[src/hw/cts_pkg.sv]
package cts_pkg;

    // ------------------------------------------------------------
    // Completion sideband layout
    // ------------------------------------------------------------
    localparam int unsigned SB_W      = 33;   // Whole sideband field
    localparam int unsigned ABORT_BIT = 0;    // Abort flag position
    localparam int unsigned PAR_LSB   = 1;    // First parity bit
    localparam int unsigned PAR_W     = 32;   // Parity bits, one a byte

    // ------------------------------------------------------------
    // Data widths
    // ------------------------------------------------------------
    localparam int unsigned MAX_DW    = 256;  // Widest data bus
    localparam int unsigned DEF_DW    = 256;  // Default configured width
    localparam int unsigned BYTE_W    = 8;    // Bits per parity byte

    // ------------------------------------------------------------
    // Buffer and packet tracking
    // ------------------------------------------------------------
    localparam int unsigned BUF_DEPTH = 2;    // Entries in output buffer

    typedef enum logic [1:0] {
        PKT_IDLE = 2'b00,   // Between packets
        PKT_FWD  = 2'b01,   // Forwarding beats of a packet
        PKT_DROP = 2'b10    // Swallowing rest of a bad packet
    } cts_pkt_st_t;

endpackage : cts_pkg

[src/hw/cts_link_if.sv]
`timescale 1ns/1ps

// ----------------------------------------------------------------
// Completion stream between user logic and the device end
// ----------------------------------------------------------------
interface cts_link_if #(
    parameter int unsigned DW = cts_pkg::DEF_DW
);
    logic [DW-1:0]                completion_payload_in;
    logic [cts_pkg::SB_W-1:0]     completion_sideband_in;
    logic                         completion_beat_valid;
    logic                         completion_final_beat;
    logic                         completion_accept_ready;
    logic [cts_pkg::MAX_DW-1:0]   request_payload_in;

    // User application side
    modport user_end (
        output completion_payload_in,
        output completion_sideband_in,
        output completion_beat_valid,
        output completion_final_beat,
        output request_payload_in,
        input  completion_accept_ready
    );

    // Documented device side
    modport dev_end (
        input  completion_payload_in,
        input  completion_sideband_in,
        input  completion_beat_valid,
        input  completion_final_beat,
        input  request_payload_in,
        output completion_accept_ready
    );
endinterface : cts_link_if

[src/hw/cts_dev_end.sv]
// Functional notes
// Abort flag at bit 0 nullifies packet
// User may abort then end or continue
// Abort sticky for rest of packet
// Abort raised/held only with ready high
// Endpoint reports aborted completion via error report
// Parity bit i is odd parity byte i
// Check 16 bits at 128, 8 at 64
// Parity mismatch: record error, discard packet
// Internal error cleared only by reset
// Parity may be tied zero when disabled
// Request data uses only configured lower width
// Beat moves only when valid and ready
// Last flag marks packet's final beat
// Sideband judged only on completed handshakes
`timescale 1ns/1ps

module cts_dev_end #(
    parameter int unsigned DW = cts_pkg::DEF_DW
) (
    input  wire logic                       core_clk,
    input  wire logic                       rst_n,
    cts_link_if.dev_end                     lnk,
    input  wire logic                       parity_check_en,
    input  wire logic                       endpoint_mode,
    output logic [DW-1:0]                   tlp_data,
    output logic                            tlp_last,
    output logic                            tlp_nullify,
    output logic                            tlp_discard,
    output logic                            tlp_valid,
    input  wire logic                       tlp_ready,
    output logic                            aer_abort_pulse,
    output logic                            internal_err,
    output logic [cts_pkg::MAX_DW-1:0]      req_payload_out
);
    import cts_pkg::*;

    // ------------------------------------------------------------
    // Local sizes
    // ------------------------------------------------------------
    localparam int unsigned NBYTE = DW / BYTE_W;  // Bytes checked
    localparam int unsigned ENT_W = DW + 3;       // Buffered beat

    // ------------------------------------------------------------
    // Declarations
    // ------------------------------------------------------------
    cts_pkt_st_t          st_q;
    logic                 abort_q;
    logic                 uie_q;
    logic                 aer_q;
    logic                 acc;
    logic                 abort_in;
    logic                 abort_now;
    logic [PAR_W-1:0]     par_in;
    logic [PAR_W-1:0]     par_bad;
    logic                 perr;
    logic                 push;
    logic                 buf_in_ready;
    logic                 fin;
    logic [ENT_W-1:0]     ent_in;
    logic [ENT_W-1:0]     ent_out;
    logic [MAX_DW-1:0]    req_mask;

    // ------------------------------------------------------------
    // Handshake and sideband decode
    // ------------------------------------------------------------

    // A beat only counts when both sides agree
    assign acc = lnk.completion_beat_valid
               & lnk.completion_accept_ready;
    assign abort_in = lnk.completion_sideband_in[ABORT_BIT];
    assign par_in   = lnk.completion_sideband_in[PAR_LSB +: PAR_W];
    assign fin      = lnk.completion_final_beat;

    // Per-byte odd parity check over configured width
    genvar gi;
    generate
        for (gi = 0; gi < PAR_W; gi++) begin : g_par
            if (gi < NBYTE) begin : g_used
                assign par_bad[gi] = ~(^{lnk.completion_payload_in[
                    gi*BYTE_W +: BYTE_W], par_in[gi]});
            end else begin : g_unused
                assign par_bad[gi] = 1'b0;
            end
        end
    endgenerate

    // Mismatch only matters when checking is on
    assign perr = acc & parity_check_en & (|par_bad);

    // Abort seen now or earlier in this packet
    assign abort_now = abort_in | abort_q;

    // ------------------------------------------------------------
    // Packet tracking
    // ------------------------------------------------------------

    // Packet state: drop rest after a parity fault
    always_ff @(posedge core_clk or negedge rst_n) begin
        if (!rst_n) begin
            st_q <= PKT_IDLE;
        end else if (acc) begin
            case (st_q)
                PKT_IDLE, PKT_FWD: begin
                    if (fin) begin
                        st_q <= PKT_IDLE;
                    end else if (perr) begin
                        st_q <= PKT_DROP;
                    end else begin
                        st_q <= PKT_FWD;
                    end
                end
                PKT_DROP: begin
                    if (fin) begin
                        st_q <= PKT_IDLE;
                    end
                end
                default: begin
                    st_q <= PKT_IDLE;
                end
            endcase
        end
    end

    // Sticky abort, cleared at packet end
    always_ff @(posedge core_clk or negedge rst_n) begin
        if (!rst_n) begin
            abort_q <= 1'b0;
        end else if (acc) begin
            if (fin) begin
                abort_q <= 1'b0;
            end else if (abort_in) begin
                abort_q <= 1'b1;
            end
        end
    end

    // Uncorrectable internal error, reset only
    always_ff @(posedge core_clk or negedge rst_n) begin
        if (!rst_n) begin
            uie_q <= 1'b0;
        end else if (perr) begin
            uie_q <= 1'b1;
        end
    end

    // Error report pulse for aborted completion
    always_ff @(posedge core_clk or negedge rst_n) begin
        if (!rst_n) begin
            aer_q <= 1'b0;
        end else begin
            aer_q <= acc & fin & abort_now & endpoint_mode
                   & (st_q != PKT_DROP) & ~uie_q;
        end
    end

    // ------------------------------------------------------------
    // Forwarding path
    // ------------------------------------------------------------

    // No beat forwarded while dropping or after a fault
    always_comb begin
        push = acc & (st_q != PKT_DROP) & ~uie_q;
        ent_in = {perr,
                  abort_now,
                  fin | perr,
                  lnk.completion_payload_in};
    end

    cts_pair_buf #(
        .W     (ENT_W),
        .DEPTH (BUF_DEPTH)
    ) u_buf (
        .core_clk  (core_clk),
        .rst_n     (rst_n),
        .in_valid  (push),
        .in_ready  (buf_in_ready),
        .in_data   (ent_in),
        .out_valid (tlp_valid),
        .out_ready (tlp_ready),
        .out_data  (ent_out)
    );

    // Ready offered only while a free slot remains
    assign lnk.completion_accept_ready = buf_in_ready;

    // Unpack buffered beat
    assign tlp_data    = ent_out[DW-1:0];
    assign tlp_last    = ent_out[DW];
    assign tlp_nullify = ent_out[DW+1];
    assign tlp_discard = ent_out[DW+2];

    assign aer_abort_pulse = aer_q;
    assign internal_err    = uie_q;

    // ------------------------------------------------------------
    // Request data width trim
    // ------------------------------------------------------------

    // Keep only the configured lower lanes
    generate
        if (DW < MAX_DW) begin : g_req_trim
            assign req_mask = {{(MAX_DW-DW){1'b0}},
                               lnk.request_payload_in[DW-1:0]};
        end else begin : g_req_full
            assign req_mask = lnk.request_payload_in;
        end
    endgenerate

    // Registered request data
    always_ff @(posedge core_clk or negedge rst_n) begin
        if (!rst_n) begin
            req_payload_out <= '0;
        end else begin
            req_payload_out <= req_mask;
        end
    end

endmodule : cts_dev_end

[src/hw/cts_pair_buf.sv]
`timescale 1ns/1ps

// ----------------------------------------------------------------
// Two-entry buffer, registered ready and valid
// ----------------------------------------------------------------
module cts_pair_buf #(
    parameter int unsigned W     = 8,
    parameter int unsigned DEPTH = cts_pkg::BUF_DEPTH
) (
    input  wire logic          core_clk,
    input  wire logic          rst_n,
    input  wire logic          in_valid,
    output logic               in_ready,
    input  wire logic [W-1:0]  in_data,
    output logic               out_valid,
    input  wire logic          out_ready,
    output logic [W-1:0]       out_data
);
    import cts_pkg::*;

    localparam int unsigned PW = (DEPTH > 1) ? $clog2(DEPTH) : 1;
    localparam int unsigned CW = $clog2(DEPTH + 1);
    localparam logic [CW-1:0] FULL_CNT  = CW'(DEPTH);
    localparam logic [PW-1:0] LAST_SLOT = PW'(DEPTH - 1);

    logic [W-1:0]  mem_q [DEPTH];
    logic [PW-1:0] wr_ptr_q;
    logic [PW-1:0] rd_ptr_q;
    logic [CW-1:0] cnt_q;
    logic [CW-1:0] cnt_d;
    logic          push;
    logic          pop;

    // Handshakes on either side
    assign push = in_valid & in_ready;
    assign pop  = out_valid & out_ready;

    // Occupancy after this cycle
    always_comb begin
        cnt_d = cnt_q;
        if (push && !pop) begin
            cnt_d = cnt_q + CW'(1);
        end else if (pop && !push) begin
            cnt_d = cnt_q - CW'(1);
        end
    end

    // Storage write
    always_ff @(posedge core_clk) begin
        if (push) begin
            mem_q[wr_ptr_q] <= in_data;
        end
    end

    // Pointers with wrap
    always_ff @(posedge core_clk or negedge rst_n) begin
        if (!rst_n) begin
            wr_ptr_q <= '0;
            rd_ptr_q <= '0;
        end else begin
            if (push) begin
                wr_ptr_q <= (wr_ptr_q == LAST_SLOT) ? '0 : wr_ptr_q + PW'(1);
            end
            if (pop) begin
                rd_ptr_q <= (rd_ptr_q == LAST_SLOT) ? '0 : rd_ptr_q + PW'(1);
            end
        end
    end

    // Count and registered flags
    always_ff @(posedge core_clk or negedge rst_n) begin
        if (!rst_n) begin
            cnt_q     <= '0;
            in_ready  <= 1'b0;
            out_valid <= 1'b0;
        end else begin
            cnt_q     <= cnt_d;
            in_ready  <= (cnt_d != FULL_CNT);
            out_valid <= (cnt_d != '0);
        end
    end

    assign out_data = mem_q[rd_ptr_q];

endmodule : cts_pair_buf

[src/flat_wrapper.sv]
// flat-port wrapper written by rule: the top's interface ports become plain ports
module cts_dev_end_flat import cts_pkg::*;
#(
    parameter int unsigned DW = cts_pkg::DEF_DW
)
  (core_clk, rst_n, parity_check_en, endpoint_mode, tlp_data, tlp_last, tlp_nullify, tlp_discard, tlp_valid, tlp_ready, aer_abort_pulse, internal_err, req_payload_out, lnk_completion_payload_in, lnk_completion_sideband_in, lnk_completion_beat_valid, lnk_completion_final_beat, lnk_request_payload_in, lnk_completion_accept_ready);
  cts_link_if #(.DW(DW)) lnk_i ();
  input  wire logic core_clk;
  input  wire logic rst_n;
  input  wire logic parity_check_en;
  input  wire logic endpoint_mode;
  output logic [DW-1:0] tlp_data;
  output logic tlp_last;
  output logic tlp_nullify;
  output logic tlp_discard;
  output logic tlp_valid;
  input  wire logic tlp_ready;
  output logic aer_abort_pulse;
  output logic internal_err;
  output logic [cts_pkg::MAX_DW-1:0] req_payload_out;
  input wire logic [$bits(lnk_i.completion_payload_in)-1:0] lnk_completion_payload_in;
  input wire logic [$bits(lnk_i.completion_sideband_in)-1:0] lnk_completion_sideband_in;
  input wire logic [$bits(lnk_i.completion_beat_valid)-1:0] lnk_completion_beat_valid;
  input wire logic [$bits(lnk_i.completion_final_beat)-1:0] lnk_completion_final_beat;
  input wire logic [$bits(lnk_i.request_payload_in)-1:0] lnk_request_payload_in;
  output wire logic [$bits(lnk_i.completion_accept_ready)-1:0] lnk_completion_accept_ready;
  assign lnk_i.completion_payload_in = lnk_completion_payload_in;
  assign lnk_i.completion_sideband_in = lnk_completion_sideband_in;
  assign lnk_i.completion_beat_valid = lnk_completion_beat_valid;
  assign lnk_i.completion_final_beat = lnk_completion_final_beat;
  assign lnk_i.request_payload_in = lnk_request_payload_in;
  assign lnk_completion_accept_ready = lnk_i.completion_accept_ready;
  cts_dev_end #(.DW(DW)) u_core (.core_clk(core_clk), .rst_n(rst_n), .lnk(lnk_i), .parity_check_en(parity_check_en), .endpoint_mode(endpoint_mode), .tlp_data(tlp_data), .tlp_last(tlp_last), .tlp_nullify(tlp_nullify), .tlp_discard(tlp_discard), .tlp_valid(tlp_valid), .tlp_ready(tlp_ready), .aer_abort_pulse(aer_abort_pulse), .internal_err(internal_err), .req_payload_out(req_payload_out));
endmodule
[config.mk]
export PLATFORM = sky130hd
export DESIGN_NAME = cts_dev_end_flat
export DESIGN_NICKNAME = d
export VERILOG_FILES = /design/src/hw/cts_pkg.sv /design/src/hw/cts_link_if.sv /design/src/hw/cts_dev_end.sv /design/src/hw/cts_pair_buf.sv /design/src/flat_wrapper.sv
export SDC_FILE = /design/constraint.sdc
export NUM_CORES = 1
export LEC_CHECK = 0
export BUFFER_PORTS_ARGS = -buffer_cell sky130_fd_sc_hd__buf_2
export CAP_MARGIN = 40
export CORE_AREA = 2 2 419 421
export CTS_CLUSTER_SIZE = 8
export DETAILED_ROUTE_END_ITERATION = 12
export DIE_AREA = 0 0 421 423
export PLACE_DENSITY_LB_ADDON = 0.08
export SLEW_MARGIN = 20
export SYNTH_ARGS = -nofsm -noshare
export SYNTH_HDL_FRONTEND = slang
export SYNTH_SLANG_ARGS = --single-unit
[constraint.sdc]
create_clock -name core_clk -period 51.5 [get_ports core_clk]
set_input_delay 10.3 -clock core_clk [delete_from_list [all_inputs] [get_ports core_clk]]
set_output_delay 10.3 -clock core_clk [all_outputs]
set_load 0.02 [all_outputs]
# Word-level counts from Yosys, hierarchy flattened
# Memory sizes are Yosys's and may differ from the RTL's.
# Index checks and enable logic that the tools add are counted.
# Widths: inputs -> output; s select.
[totals] mem_bits_rw=518 out_inout_bits=519 input_bits=552 n_memories=1 register_bits=267
[memory_table] name="u_core.u_buf.mem_q" depth=2 width=259 rd=1 rd_ports_with_merged_regs=0 write_ports=1 line_no="cts_pair_buf.sv:26" rtl="logic [W-1:0] mem_q [DEPTH];"
[classes] n_eq_ne=5 reduce_logical=43 n_mux=12 n_bitwise=47 add_sub_neg=4
[op_table] op="$reduce_xor 9->1" count=32
[op_table] op="$not 1->1" count=33
[op_table] op="$reduce_or 32->1" count=1
[op_table] op="$and 1x1->1" count=12
[op_table] op="$mux 2" count=5
[op_table] op="$mux 1" count=6
[op_table] op="$ne 2x2->1 const B" count=3
[op_table] op="$pmux 2 s2" count=1
[op_table] op="$reduce_and 2->1" count=2
[op_table] op="$reduce_bool 2->1" count=2
[op_table] op="$add 1x1->1 const B" count=2
[op_table] op="$add 2x1->2 const B" count=1
[op_table] op="$eq 2x1->1 const B" count=1
[op_table] op="$eq 2x2->1 const B" count=1
[op_table] op="$logic_and 1x1->1" count=2
[op_table] op="$logic_not 1->1" count=2
[op_table] op="$logic_not 2->1" count=1
[op_table] op="$or 1x1->1" count=2
[op_table] op="$reduce_or 2->1" count=1
[op_table] op="$sub 2x1->2 const B" count=1

# Depth between registers and ports, before layout
[depth] word_depth=9 mapped_depth=8

# Cells and area by module
# A second synthesis with hierarchy kept.
[unflattened] cells_unflattened=1348 area_unflattened_um2=28939.0
[by_module_without_submodules] module="cts_pair_buf" n_inst=1 area_each_um2=19810.2 cells_per_inst=835
[by_module_without_submodules] module="cts_dev_end" n_inst=1 area_each_um2=9128.8 cells_per_inst=513

# Least setup slack after synthesis
# OpenSTA, ideal clock, no wires.
[synth_path] path_kind="input to register" from="in lnk_completion_beat_valid" to="mem u_core.u_buf.mem_q[0][0] (netlist bit), enable pin" setup_ps=1509 path_slack_ps=15204 path_stages=2 arrival_ps=34786 path_cell_list="nand2_1 nor4_1"
[synth_via] elab_chain_cells=6
[synth_rtl] element="start, declared" line_no="flat_wrapper.sv:23" rtl="input wire logic [$bits(lnk_i.completion_beat_valid)-1:0] lnk_completion_beat_valid;"
[synth_rtl] element="$and 1x1->1" line_no="cts_dev_end.sv:70" rtl="& lnk.completion_accept_ready;"
[synth_rtl] element="$and 1x1->1 (2 in series)" line_no="cts_dev_end.sv:163" rtl="push = acc & (st_q != PKT_DROP) & ~uie_q;"
[synth_rtl] element="$and 1x1->1" line_no="cts_pair_buf.sv:35" rtl="assign push = in_valid & in_ready;"
[synth_rtl] element="$mux 1" line_no="cts_pair_buf.sv:50" rtl="if (push) begin"
[synth_rtl] element="$mux 1 (not written as such)" line_no="cts_pair_buf.sv:51" rtl="mem_q[wr_ptr_q] <= in_data;"
[synth_rtl] element="end, declared" line_no="cts_pair_buf.sv:26"
# Every way passes these cells.

# Worst setup path in the final report
[layout_path] from="reg u_core.u_buf.rd_ptr_q" to="out tlp_data[186]"
[layout_via] elab_chain_cells=1
[layout_rtl] element="start, declared" line_no="cts_pair_buf.sv:28" rtl="logic [PW-1:0] rd_ptr_q;"
[layout_rtl] element="start signal, assigned" line_no="cts_pair_buf.sv:65" rtl="rd_ptr_q <= (rd_ptr_q == LAST_SLOT) ? '0 : rd_ptr_q + PW'(1);"
[layout_rtl] element="$mem_v2 2x259"
[layout_rtl] element="end, declared" line_no="flat_wrapper.sv:12" rtl="output logic [DW-1:0] tlp_data;"
# Every way passes these cells.

==> results.py <==
metrics = {
    "logic_synthesis": {
        "synth_area_sq_um": 27950,
        "yosysTopAreaCellShare_pct": 55.65,
        "synth-xor-area-share_pct": 8.822,
        "ys.warnings.count": 0,
        "synth_top_family_by_area": "multiplexers",
        "synth_cells": 1339,
        "yosysSeqAreaShare_pct": 79.55,
        "synth_area_leader_cell": "edfxtp_1",
        "synth_ff_type": "edfxtp_1",
        "ys_types": 30,
        "synth_compound_area_share_pct": 0.1477,
        "synth.area.mux_share_pct": 10.43,
        "synth_enable_flop_cells": 518,
        "synth_common_cells": "edfxtp_1, dfrtp_1, mux2_2",
        "ys_ff_latch": 785,
        "syn-num-nets": 1891,
        "synth_fa_ha_area_share_pct": 0,
        "synthMostInstantiatedCell": "edfxtp_1",
        "synthArstFlopShare_pct": 34.01,
        "synth-simple-area-share_pct": 0.6177,
        "synthTopCellsByArea": "edfxtp_1, dfrtp_1, mux2_2, xnor2_1, xnor3_1",
        "avgSynthCellArea_sq_um": 20.88,
    },
    "floorplanning": {
        "die-area_sq_um": 178100,
        "die_y_microns": 423,
        "fp.coreArea_sq_um": 173200,
        "die_w_microns": 421,
        "initial_utilization_pct": 16.13,
        "rows": 153,
        "ios": 1071,
    },
    "clocking": {
        "cts_resized": 0,
        "clock_sinks": 785,
        "cts_root_buf": "clkbuf_16",
        "clkTransAtPathRegs_ps": 50,
        "cts_tree": "built",
        "post_cts_buffers": 0,
        "cts_htree_levels": 3,
        "clock_path_buffers": 3,
        "cts_made_buffers": 111,
        "clk_latency_ps": 730,
        "cts.hold.buffers_added": 0,
    },
    "detailed_routing": {
        "drc": 0,
        "wl_per_cell_microns": 24.48,
        "drt-initial-drc-count": 605,
        "drtAntennaViolNets": 0,
        "route.vias.total": 16760,
        "drt-total-wl_mm": 120.5,
        "routed_via_density": 3.406,
        "dr.pass1.iters": 4,
    },
    "critical_path": {
        "r2r-start": "u_core.u_buf.in_ready",
        "crit_path_start_kind": "flop",
        "crit_start": "u_core.u_buf.rd_ptr_q",
        "cp.arrival_ps": 4090,
        "worstPathMaxFanout": 52,
        "end_kind": "output pin",
        "crit_type": "flop to output pin",
        "worstPathRequired_ps": 41200,
    },
    "power_and_ir_drop": {
        "power.leakage_nw": 15.84,
        "clkPwrFrac_pct": 37.9,
        "p_int_mw": 1.265,
        "fin_total_pwr_mw": 1.804,
        "pwr-share-comb_pct": 23.4,
        "swShare_pct": 29.91,
        "pwr-share-seq_pct": 38.7,
        "p_per_area_nw_per_um2": 45.41,
        "p_switching_uw": 539.5,
        "ir_drop_uv": 25.90,
    },
    "global_routing": {
        "use_met2_pct": 27.28,
        "grt_max_degree": 154,
        "antenna_found_initial": 109,
        "grt_pass1_vias": 18870,
        "grt_pass1_wl_mm": 160.9,
        "overflow": 0,
        "use_met3_pct": 4.695,
        "track_usage_pct": 13.19,
        "gr-max-usage-layer": "met2",
        "grt_use_met1_pct": 10.97,
    },
    "sta": {
        "fin_setup_tns_ps": 0,
        "drv_slew": 0,
        "setup_violations": 0,
        "worstMarginPinSlew_ps": 1024,
        "period_share_pct": 27.94,
        "min_period_ps": 14390,
        "max_freq_mhz": 69.49,
        "maxSlewHeadroom_pct": 31.75,
        "fin_skew_ps": 20.16,
        "hold_violations": 0,
        "rsz0062_at_grt": "false",
    },
    "worst_hold_path": {
        "min_path_type": "flop to flop",
        "worstHoldStart": "u_core.u_buf.cnt_q[1]",
    },
    "finish": {
        "nets": 3071,
        "nFillCells": 18354,
        "drive_gt1_share_pct": 58.22,
        "syn2layout_area_growth_pct": 42.15,
    },
    "status": {
        "status": "completed",
    },
    "place": {
        "place_congestion": 0.8186,
        "io_buffers": 1070,
        "dp_hpwl_mm": 95.48,
    },
    "flow_run": {
        "maxCapViolCount": 0,
    },
}
-- sequential cells by signal, indices dropped and copies added (netlist names), 2 cells and up --
register and count:
u_core.req_payload_out 256, u_core.st_q 2, u_core.u_buf.cnt_q 2, u_core.u_buf.mem_q 518
-- path summary, 6_finish.rpt --
path	to	slack, ps	depth (start not counted)
max	tlp_data[186]	37110	7
min	u_core.u_buf.cnt_q[1]	500	1
max reg2reg	u_core.u_buf.mem_q[0][124]	48300	5
min reg2reg	u_core.u_buf.cnt_q[1]	500	1
max in group asynchronous	u_core.u_buf.rd_ptr_q	40270	2
min in group asynchronous	u_core.req_payload_out[48]	9660	1
-- worst max-delay path, cell delays in order (launching register included) --
cell     delay (ps)
dfrtp_4         620
buf_16          280
buf_4           520
buf_4           330
buf_16          240
buf_4           610
mux2_2          410
buf_2           160
-- power groups by stage --
stage          Sequential (mW)  Clock [mW]  Combinational, mW
2_1_floorplan            0.719           0              0.232
3_3_place_gp             0.717           0              0.425
3_5_place_dp             0.710           0              0.440
4_1_cts                  0.698       0.717              0.442
5_1_grt                  0.699       0.737              0.449
6_report                 0.698       0.684              0.423
-- through the flow --
stage | utilization, % | std cells | worst slack [ps] | area [sq um] | hold slack, ps
after global routing | 22.90 | 4897 | 36750 | 39670 | 530.9
after floorplan | - | 1339 | 15200 | 27950 | 455.7
after CTS | 22.88 | 4886 | 36850 | 39650 | 505.2
after detailed placement | 21.08 | 4731 | 37420 | 36520 | 498.5
after global placement | 20.95 | 4720 | 36490 | 36290 | 472.9
final | 22.94 | 4921 | 37110 | 39730 | 502.3
-- cell type report --
class,instances,area [sq um],area share (%)
diodes,35,87.58,0.2204
clock buffers,146,2950,7.425
clock inverters,9,181.4,0.4566
inverters,3,11.26,0.02834
multi-input cells,522,5625,14.16
flip-flops and latches,785,22240,55.97
well taps,2325,2909,7.321
repair buffers,1096,5729,14.42
-- placed cells by master (no fill, tap or decap), types with 2 or more instances in the layout --
master / n
nor4_1: 5
nor3_1: 2
buf_16: 6
clkbuf_16: 112
diode_2: 35
inv_1: 2
dfrtp_1: 266
edfxtp_1: 518
bufinv_16: 3
buf_2: 1071
nand4_1: 2
inv_6: 2
nand2b_1: 2
and3_1: 2
buf_12: 4
xor2_1: 65
inv_16: 2
mux2_2: 259
a31oi_1: 2
buf_4: 13
nor4_2: 4
clkbuf_1: 32
nand2_1: 4
clkbuf_8: 2
xnor2_1: 130
xnor3_1: 31
-- metal layers --
layer	routed length [microns]	vias to the layer above
met3	8475	318
met1	35030	8293
met4	5266	54
met2	71340	753
met5	376	-
li1	-	7342
-- cell families after synthesis --
group                  count (synthesis)
flip-flops                           785
buffers and inverters                 32
AO/OA/AOI/OAI                          6
AND/OR/NAND/NOR                       28
XOR/XNOR                             229
multiplexers                         259
Power figures use the tool's default switching activity.
